[src/design/tmr8_pkg.sv]
// Constants and types shared by the 8-bit waveform timer
package tmr8_pkg;
    localparam int DW = 32;
    localparam int AW = 5;

    // Register byte addresses
    localparam logic [AW-1:0] OFS_CTRL  = 5'h00;
    localparam logic [AW-1:0] OFS_CNT   = 5'h04;
    localparam logic [AW-1:0] OFS_CMP   = 5'h08;
    localparam logic [AW-1:0] OFS_ASYNC = 5'h0C;
    localparam logic [AW-1:0] OFS_FLAG  = 5'h10;

    // Control, async select and flag field positions
    localparam int CTRL_FORCE = 7;
    localparam int CTRL_WGM0  = 6;
    localparam int CTRL_COM1  = 5;
    localparam int CTRL_COM0  = 4;
    localparam int CTRL_WGM1  = 3;
    localparam int CTRL_CS_HI = 2;
    localparam int CTRL_CS_LO = 0;
    localparam int ASYNC_SEL  = 3;
    localparam int FLAG_TOV   = 0;
    localparam int FLAG_OCF   = 1;

    // Waveform modes
    localparam logic [1:0] MODE_NORMAL = 2'h0;
    localparam logic [1:0] MODE_PCPWM  = 2'h1;
    localparam logic [1:0] MODE_CTC    = 2'h2;
    localparam logic [1:0] MODE_FAST   = 2'h3;

    // Compare output actions
    localparam logic [1:0] COM_OFF    = 2'h0;
    localparam logic [1:0] COM_TOGGLE = 2'h1;
    localparam logic [1:0] COM_CLEAR  = 2'h2;
    localparam logic [1:0] COM_SET    = 2'h3;

    // Clock select codes
    localparam logic [2:0] CS_STOP    = 3'h0;
    localparam logic [2:0] CS_DIV1    = 3'h1;
    localparam logic [2:0] CS_DIV8    = 3'h2;
    localparam logic [2:0] CS_DIV32   = 3'h3;
    localparam logic [2:0] CS_DIV64   = 3'h4;
    localparam logic [2:0] CS_DIV128  = 3'h5;
    localparam logic [2:0] CS_DIV256  = 3'h6;
    localparam logic [2:0] CS_DIV1024 = 3'h7;

    // Prescaler masks
    localparam int PW = 10;
    localparam logic [PW-1:0] MASK8    = 10'h007;
    localparam logic [PW-1:0] MASK32   = 10'h01F;
    localparam logic [PW-1:0] MASK64   = 10'h03F;
    localparam logic [PW-1:0] MASK128  = 10'h07F;
    localparam logic [PW-1:0] MASK256  = 10'h0FF;
    localparam logic [PW-1:0] MASK1024 = 10'h3FF;
    localparam logic [PW-1:0] PRE_ZERO = 10'h000;
    localparam logic [PW-1:0] PRE_ONE  = 10'h001;

    localparam logic [7:0] CNT_MAX    = 8'hFF;
    localparam logic [7:0] CNT_BOTTOM = 8'h00;
    localparam logic [7:0] CNT_ONE    = 8'h01;
    localparam logic [7:0] RST_BYTE   = 8'h00;
    localparam logic [DW-1:0] RD_ZERO = 32'h0000_0000;

    typedef struct packed {
        logic          psel;
        logic          penable;
        logic          pwrite;
        logic [AW-1:0] paddr;
        logic [DW-1:0] pwdata;
    } tmr8_apb_req_t;

    typedef struct packed {
        logic          pready;
        logic          pslverr;
        logic [DW-1:0] prdata;
    } tmr8_apb_rsp_t;
endpackage

[src/design/tmr8_top.sv]
// 8-bit timer with compare unit, waveform output and APB registers
//
// Summary of operation
// - Force strobe applies compare action in non-PWM
// - Forced compare sets no flag, no clear
// - Force bit always reads back zero
// - Mode bits six and three select mode/top
// - Compare buffering and overflow point per mode
// - Nonzero output action overrides port pin
// - Non-PWM: off, toggle, clear, set on match
// - Fast PWM: clear/set on match, inverse bottom
// - Fast PWM compare at top: bottom action only
// - Phase PWM: action by count direction
// - Phase PWM compare at top: act at top
// - Clock select: stop or divide by seven steps
// - Counter readable and writable at any time
// - Counter write blocks next tick's match
// - Compare continuously; match sets flag, output
// - Timer tick is enable on system clock
// - Async select picks oscillator input as source
//
// The register addresses and the APB slave port were chosen for this implementation.
`timescale 1ns/1ns
`default_nettype none
module tmr8_top
    import tmr8_pkg::*;
(
    // Clock and reset
    input  wire logic                    pclk,
    input  wire logic                    presetn,
    // APB
    input  wire tmr8_pkg::tmr8_apb_req_t apb_req,
    output var  tmr8_pkg::tmr8_apb_rsp_t apb_rsp,
    // Pins
    input  wire logic                    timer_osc_input,
    input  wire logic                    port_dir_out,
    output logic                         waveform_output_pin,
    output logic                         waveform_output_en
);
    import tmr8_pkg::*;

    // Prescaler tap select
    function automatic logic pre_hit(input logic [2:0]    cs,
                                     input logic [PW-1:0] p);
        unique case (cs)
            CS_STOP:    pre_hit = 1'b0;
            CS_DIV1:    pre_hit = 1'b1;
            CS_DIV8:    pre_hit = (p & MASK8) == MASK8;
            CS_DIV32:   pre_hit = (p & MASK32) == MASK32;
            CS_DIV64:   pre_hit = (p & MASK64) == MASK64;
            CS_DIV128:  pre_hit = (p & MASK128) == MASK128;
            CS_DIV256:  pre_hit = (p & MASK256) == MASK256;
            CS_DIV1024: pre_hit = (p & MASK1024) == MASK1024;
        endcase
    endfunction

    // Mode from a control byte
    function automatic logic [1:0] mode_of(input logic [7:0] c);
        mode_of = {c[CTRL_WGM1], c[CTRL_WGM0]};
    endfunction

    function automatic logic is_pwm(input logic [1:0] m);
        is_pwm = (m == MODE_PCPWM) || (m == MODE_FAST);
    endfunction

    logic [7:0]    ctrl_q;
    logic [7:0]    cnt_q;
    logic [7:0]    ocr_q;
    logic [7:0]    ocr_buf_q;
    logic [PW-1:0] pre_q;
    logic          async_q;
    logic          osc_prev_q;
    logic          down_q;
    logic          block_q;
    logic          tov_q;
    logic          ocf_q;
    logic          out_q;
    logic          oe_q;
    tmr8_apb_rsp_t rsp_q;

    logic [1:0]    mode;
    logic [1:0]    com;
    logic [2:0]    cs;
    logic          acc;
    logic          done;
    logic          wr_ctrl;
    logic          wr_cnt;
    logic          wr_cmp;
    logic          wr_async;
    logic          wr_flag;
    logic          src_tick;
    logic          tick;
    logic          at_max;
    logic          at_bot;
    logic          match;
    logic          force_cmp;
    logic [1:0]    force_com;
    logic          tov_set;
    logic          ocr_load;
    logic          hit;
    logic [DW-1:0] rd_val;

    assign apb_rsp             = rsp_q;
    assign waveform_output_pin = out_q;
    assign waveform_output_en  = oe_q;

    // Decode and tick generation
    always_comb begin
        mode     = mode_of(ctrl_q);
        com      = ctrl_q[CTRL_COM1:CTRL_COM0];
        cs       = ctrl_q[CTRL_CS_HI:CTRL_CS_LO];
        acc      = apb_req.psel & apb_req.penable;
        done     = acc & rsp_q.pready & apb_req.pwrite;
        wr_ctrl  = done & (apb_req.paddr == OFS_CTRL);
        wr_cnt   = done & (apb_req.paddr == OFS_CNT);
        wr_cmp   = done & (apb_req.paddr == OFS_CMP);
        wr_async = done & (apb_req.paddr == OFS_ASYNC);
        wr_flag  = done & (apb_req.paddr == OFS_FLAG);
        src_tick = async_q ? (timer_osc_input & ~osc_prev_q) : 1'b1;
        tick     = src_tick & pre_hit(cs, pre_q);
        at_max   = cnt_q == CNT_MAX;
        at_bot   = cnt_q == CNT_BOTTOM;
        match    = tick & (cnt_q == ocr_q) & ~block_q;
        force_cmp = wr_ctrl & apb_req.pwdata[CTRL_FORCE]
                    & ~is_pwm(mode_of(apb_req.pwdata[7:0]));
        force_com = apb_req.pwdata[CTRL_COM1:CTRL_COM0];
        tov_set  = tick & ((mode == MODE_PCPWM) ? (down_q & at_bot)
                                                : at_max);
        ocr_load = tick & (((mode == MODE_PCPWM) & ~down_q & at_max)
                           | ((mode == MODE_FAST) & at_max));
        hit = 1'b1;
        rd_val = RD_ZERO;
        unique case (apb_req.paddr)
            OFS_CTRL:  rd_val[7:0] = {1'b0, ctrl_q[6:0]};
            OFS_CNT:   rd_val[7:0] = cnt_q;
            OFS_CMP:   rd_val[7:0] = ocr_buf_q;
            OFS_ASYNC: rd_val[ASYNC_SEL] = async_q;
            OFS_FLAG: begin
                rd_val[FLAG_TOV] = tov_q;
                rd_val[FLAG_OCF] = ocf_q;
            end
            default:   hit = 1'b0;
        endcase
    end

    // APB answer, one wait state
    always_ff @(posedge pclk or negedge presetn) begin
        if (!presetn) begin
            rsp_q <= '0;
        end else begin
            rsp_q.pready  <= acc & ~rsp_q.pready;
            rsp_q.pslverr <= acc & ~rsp_q.pready & ~hit;
            if (acc & ~rsp_q.pready & ~apb_req.pwrite) begin
                rsp_q.prdata <= rd_val;
            end
        end
    end

    // Control and clock source registers
    always_ff @(posedge pclk or negedge presetn) begin
        if (!presetn) begin
            ctrl_q  <= RST_BYTE;
            async_q <= 1'b0;
        end else begin
            if (wr_ctrl) begin
                ctrl_q <= {1'b0, apb_req.pwdata[6:0]};
            end
            if (wr_async) begin
                async_q <= apb_req.pwdata[ASYNC_SEL];
            end
        end
    end

    // Prescaler and oscillator edge
    always_ff @(posedge pclk or negedge presetn) begin
        if (!presetn) begin
            pre_q      <= PRE_ZERO;
            osc_prev_q <= 1'b0;
        end else begin
            osc_prev_q <= timer_osc_input;
            if (cs == CS_STOP) begin
                pre_q <= PRE_ZERO;
            end else if (src_tick) begin
                pre_q <= pre_q + PRE_ONE;
            end
        end
    end

    // Counter, direction and match blocking
    always_ff @(posedge pclk or negedge presetn) begin
        if (!presetn) begin
            cnt_q   <= RST_BYTE;
            down_q  <= 1'b0;
            block_q <= 1'b0;
        end else begin
            if (wr_cnt) begin
                block_q <= 1'b1;
            end else if (tick) begin
                block_q <= 1'b0;
            end
            if (wr_cnt) begin
                cnt_q <= apb_req.pwdata[7:0];
            end else if (tick) begin
                unique case (mode)
                    MODE_CTC: begin
                        cnt_q <= match ? CNT_BOTTOM : cnt_q + CNT_ONE;
                    end
                    MODE_PCPWM: begin
                        if (!down_q && at_max) begin
                            cnt_q  <= cnt_q - CNT_ONE;
                            down_q <= 1'b1;
                        end else if (down_q && at_bot) begin
                            cnt_q  <= cnt_q + CNT_ONE;
                            down_q <= 1'b0;
                        end else if (down_q) begin
                            cnt_q <= cnt_q - CNT_ONE;
                        end else begin
                            cnt_q <= cnt_q + CNT_ONE;
                        end
                    end
                    default: begin
                        cnt_q <= cnt_q + CNT_ONE;
                    end
                endcase
            end
            if (mode != MODE_PCPWM) begin
                down_q <= 1'b0;
            end
        end
    end

    // Compare value and its buffer
    always_ff @(posedge pclk or negedge presetn) begin
        if (!presetn) begin
            ocr_q     <= RST_BYTE;
            ocr_buf_q <= RST_BYTE;
        end else begin
            if (wr_cmp) begin
                ocr_buf_q <= apb_req.pwdata[7:0];
            end
            if (wr_cmp && !is_pwm(mode)) begin
                ocr_q <= apb_req.pwdata[7:0];
            end else if (ocr_load) begin
                ocr_q <= ocr_buf_q;
            end
        end
    end

    // Sticky flags, write one to clear, set wins
    always_ff @(posedge pclk or negedge presetn) begin
        if (!presetn) begin
            tov_q <= 1'b0;
            ocf_q <= 1'b0;
        end else begin
            tov_q <= tov_set
                     | (tov_q & ~(wr_flag & apb_req.pwdata[FLAG_TOV]));
            ocf_q <= match
                     | (ocf_q & ~(wr_flag & apb_req.pwdata[FLAG_OCF]));
        end
    end

    // Waveform output
    always_ff @(posedge pclk or negedge presetn) begin
        if (!presetn) begin
            out_q <= 1'b0;
            oe_q  <= 1'b0;
        end else begin
            oe_q <= (com != COM_OFF) & port_dir_out;
            if (force_cmp) begin
                unique case (force_com)
                    COM_TOGGLE: out_q <= ~out_q;
                    COM_CLEAR:  out_q <= 1'b0;
                    COM_SET:    out_q <= 1'b1;
                    COM_OFF:    out_q <= out_q;
                endcase
            end else begin
                unique case (mode)
                    MODE_FAST: begin
                        if (com[1] && tick && at_max) begin
                            out_q <= ~com[0];
                        end else if (com[1] && match && ocr_q != CNT_MAX) begin
                            out_q <= com[0];
                        end
                    end
                    MODE_PCPWM: begin
                        if (com[1] && ocr_q == CNT_MAX) begin
                            if (tick && at_max && !down_q) begin
                                out_q <= ~com[0];
                            end
                        end else if (com[1] && match) begin
                            out_q <= down_q ? ~com[0] : com[0];
                        end
                    end
                    default: begin
                        if (match) begin
                            unique case (com)
                                COM_TOGGLE: out_q <= ~out_q;
                                COM_CLEAR:  out_q <= 1'b0;
                                COM_SET:    out_q <= 1'b1;
                                COM_OFF:    out_q <= out_q;
                            endcase
                        end
                    end
                endcase
            end
        end
    end
endmodule
`default_nettype wire

[config.mk]
export PLATFORM = sky130hd
export DESIGN_NAME = tmr8_top
export DESIGN_NICKNAME = d
export VERILOG_FILES = /design/src/design/tmr8_pkg.sv /design/src/design/tmr8_top.sv
export SDC_FILE = /design/constraint.sdc
export NUM_CORES = 1
export LEC_CHECK = 0
export BUFFER_PORTS_ARGS = -buffer_cell sky130_fd_sc_hd__buf_2
export CORE_MARGIN = 4
export CORE_UTILIZATION = 29
export DETAILED_ROUTE_END_ITERATION = 8
export GPL_TIMING_DRIVEN = 0
export PLACE_DENSITY = 0.54
export SLEW_MARGIN = 0
export SYNTH_ARGS = -nofsm -noshare
export SYNTH_HDL_FRONTEND = slang
export SYNTH_SLANG_ARGS = --single-unit
[constraint.sdc]
create_clock -name pclk -period 2.3 [get_ports pclk]
set_input_delay 0.23 -clock pclk [delete_from_list [all_inputs] [get_ports pclk]]
set_output_delay 0.23 -clock pclk [all_outputs]
set_load 0.05 [all_outputs]
==> flow_summary.json <==
{
  "drive_above_1_share": 0.313,
  "htreeDepth": 3,
  "reg2reg_setup_slack_ns": -0.03,
  "detailroute.wirelength.met2_mm": 5.18,
  "synth_edf_count": 0,
  "yosysSeqAreaShare": 0.388,
  "clkTransAtPathRegs_ns": 0.05,
  "detail_route.wirelength_mm": 10.8,
  "synth-seq-cells": 59,
  "worst-r2r-cell-count": 11,
  "routed_antenna_nets": 0,
  "ordered_cell_list_for_the_critical_path": "clkbuf_8 > inv_4 > ha_4 > or4b_4 > o31ai_4 > buf_4 > nand3_4 > nor2_2 > o21ai_0 > and4b_1 > o31ai_1",
  "worst_r2r_endpoint": "cnt_q[7]",
  "boundaryPins": 80,
  "worst_ep_required_time_ns": 2.54,
  "max_stage_delay_ns": 0.48,
  "max-slew-margin-rel": 0.300,
  "reg_to_reg_start": "cnt_q[0]",
  "areaGrowthSynthToFinish_pct": 30.4,
  "critical_path.max_fanout": 4,
  "crit_type": "reg -> reg",
  "io_buffers": 29,
  "clock-skew-final_ns": 0.00910,
  "final_routed_drc_violation_total": 0,
  "postLayoutCoreUtil": 0.391,
  "grt_start_max_net_pins": 60,
  "finalWorstSetupSlack_ns": -0.0309,
  "detail_route.wl_per_cell_um": 15.9,
  "grt_overflow_total": 0,
  "seqPwrFrac": 0.324,
  "timing.final.hold_violations": 19,
  "ir_drop_mv": 0.288,
  "power_uw": 3610,
  "syn_area_um2": 3810,
  "report.final.setup_viol": 6,
  "die-height_um": 123,
  "synth_ff_type": "dfrtp_1",
  "maxCapViolations": 0,
  "power_frac_clock": 0.411,
  "cts_made_buffers": 9,
  "status": "finished, violations left",
  "fillers": 1328,
  "cts_tree": "built",
  "grt_usage": 0.150,
  "seqCellArea_um2": 1480,
  "detailedRoute.firstPassIterationCount": 4,
  "timing.critical_path.to_type": "register",
  "postSynth.asyncResetShare": 1.00,
  "detail_route.wirelength.met1_mm": 5.02,
  "clkLatencyLatePin_ns": 0.33,
  "setup.worst_path.start_class": "register",
  "syn-mean-instance-area_um2": 9.18,
  "final_max_slew_viol_count": 0,
  "dp.cells": 639,
  "n_antenna_cell": 0,
  "antenna_found_initial": 0,
  "grt_first_pass_wirelength_mm": 17.5,
  "reported_net_switching_power_uw": 1130,
  "viasPerCell": 4.91,
  "cpMaxStageDelayCell": "or4b_4",
  "violations": "hold timing, setup timing",
  "power.switching_fraction": 0.313,
  "routed-via-count": 3323,
  "power.share.combinational": 0.265,
  "worstHoldPathType": "in -> async",
  "cts_root_buffer": "clkbuf_16",
  "timing.hold.ws_ns": -0.0345,
  "tightest_slew_ns": 1.04,
  "timing.critical_path.from": "cnt_q[0]",
  "rows": 41,
  "synthesis.instances": 415,
  "drt_iter0_markers": 177,
  "p_leak_uw": 0.00229,
  "internal-power_uw": 2480,
  "critical-path-top-delay-family": "simple AND/OR/NAND/NOR gates",
  "coreArea_um2": 12700,
  "cts_hold_repair.buffers": 0,
  "top_layer_used": "met4",
  "place.gp.congestion": 0.840,
  "timing.critical_path.arrival_ns": 2.57,
  "multi_input_area_um2": 2260,
  "final_nets": 552,
  "power_density_nw_per_um2": 726,
  "achievable-frequency_ghz": 0.429,
  "met3RoutedLength_um": 395,
  "die_area_um2": 15000,
  "time_the_worst_path_needs_with_i_o_delays_and_setup_ns": 2.33,
  "rsz_0062_raised_after_global_routing": "true",
  "number_of_warnings_reported_in_the_yosys_synthesis_log": 0,
  "placedInstanceArea_um2": 4280,
  "chip_width_um": 123,
  "final_cell_count_no_fill": 677,
  "post_synth_num_cell_types": 57,
  "cts.sinks": 59,
  "ctsLongestPathBuffers": 2,
  "final_cycle_share": 1.01,
  "place.detailed.hpwl_mm": 7.79,
  "grt_pass1_vias": 3378,
  "stdcell_area_um2": 4970,
  "floorplan.initialDensity": 0.299,
  "worst-path-buf-inv": 3
}
-- power by group through the flow --
stage	Sequential, uW	Combinational (uW)	Clock [uW]
2_1_floorplan	1220	597	0
3_3_place_gp	1190	810	0
3_5_place_dp	1190	818	0
4_1_cts	1160	898	1510
5_1_grt	1180	1040	1550
6_report	1170	957	1480
-- metal layers --
| layer | GRT usage | vias to the layer above |
|---|---|---|
| li1 | - | 1610 |
| met1 | 0.197 | 1632 |
| met2 | 0.246 | 68 |
| met3 | 0.0286 | 13 |
| met4 | 0.0525 | 0 |
| met5 | 0 | - |
-- metrics by stage --
| stage | hold WS [ns] | worst slack (ns) | setup TNS, ns |
|---|---|---|---|
| 2_1_floorplan | -0.0656 | -0.0995 | -0.124 |
| 3_3_place_gp | 0.355 | -0.404 | -5.36 |
| 3_5_place_dp | 0.360 | -0.427 | -5.64 |
| 4_1_cts | 0.00919 | -0.0528 | -0.237 |
| 5_1_grt | 0.0140 | -0.149 | -0.890 |
| 6_report | -0.0345 | -0.0309 | -0.129 |
-- registers in the layout (all words and copies together) (netlist names), 7 cells and up --
signal,count
pre_q,10
apb_rsp,10
ctrl_q,7
ocr_q,8
cnt_q,8
ocr_buf_q,8
-- how the worst max path moves through the flow --
stage,end,cells after the start
2_1_floorplan,cnt_q[5],10
5_1_grt,cnt_q[2],10
3_5_place_dp,cnt_q[6],11
4_1_cts,cnt_q[5],10
3_3_place_gp,cnt_q[6],11
6_report,cnt_q[7],11
-- area by class of cell --
type,instances,share of cell area
Buffer,42,0.0617
Clock buffer,12,0.0516
Clock inverter,4,0.0146
Inverter,11,0.00881
Multi-Input combinational cell,325,0.456
Sequential cell,59,0.297
Tap cell,172,0.0433
Timing Repair Buffer,52,0.0667
-- logic make-up (layout without fill, tap and decap cells) --
group           Yosys count  in the layout  synth area share
compound gates           95             95             0.167
buf+inv                  54            121            0.0860
fa+ha+maj                 8              8            0.0263
simple gates            141            141             0.181
xor+xnor                 21             21            0.0483
mux                      36             36             0.102
flops                    59             59             0.388
other cells               1             24          0.000984
-- Yosys cell counts, types with 8 or more instances --
cell,number,area share
inv_1,11,0.011
xnor2_1,10,0.023
nor2_1,44,0.043
nand3_1,14,0.018
a22o_1,8,0.018
a21oi_1,29,0.038
dfrtp_1,59,0.39
mux2i_1,22,0.058
mux2_2,13,0.038
ha_1,8,0.026
nand2_1,39,0.038
xor2_1,11,0.025
buf_4,28,0.055
clkbuf_1,9,0.0089
o21ai_0,20,0.026
-- cells in the final DEF, fill, tap and decap left out, types with 4 or more instances in the layout --
master      n
dfrtp_1    58
a22oi_1     4
o31ai_1     7
o211ai_1    6
inv_1       8
nor3_1      6
clkbuf_16   9
nand2_1    38
or3_1       5
clkbuf_8    4
xor2_1     11
buf_2      32
xnor2_1    10
clkbuf_1    7
nand3_1    12
a22o_1      8
buf_6       6
mux2_2     13
and3_1      6
conb_1     24
o21ai_0    18
nor2_1     41
ha_1        4
a21oi_1    25
buf_4      48
nand4_1     5
a21oi_2     5
nor2b_1     4
mux2i_1    22
-- timing repair --
action | CTS | global route
setup buffers | 14 | 9
pin swaps | 11 | 10
setup endpoints to repair | 20 | 19
gates resized for setup | 18 | 25
(Power assumes the default switching activity.)
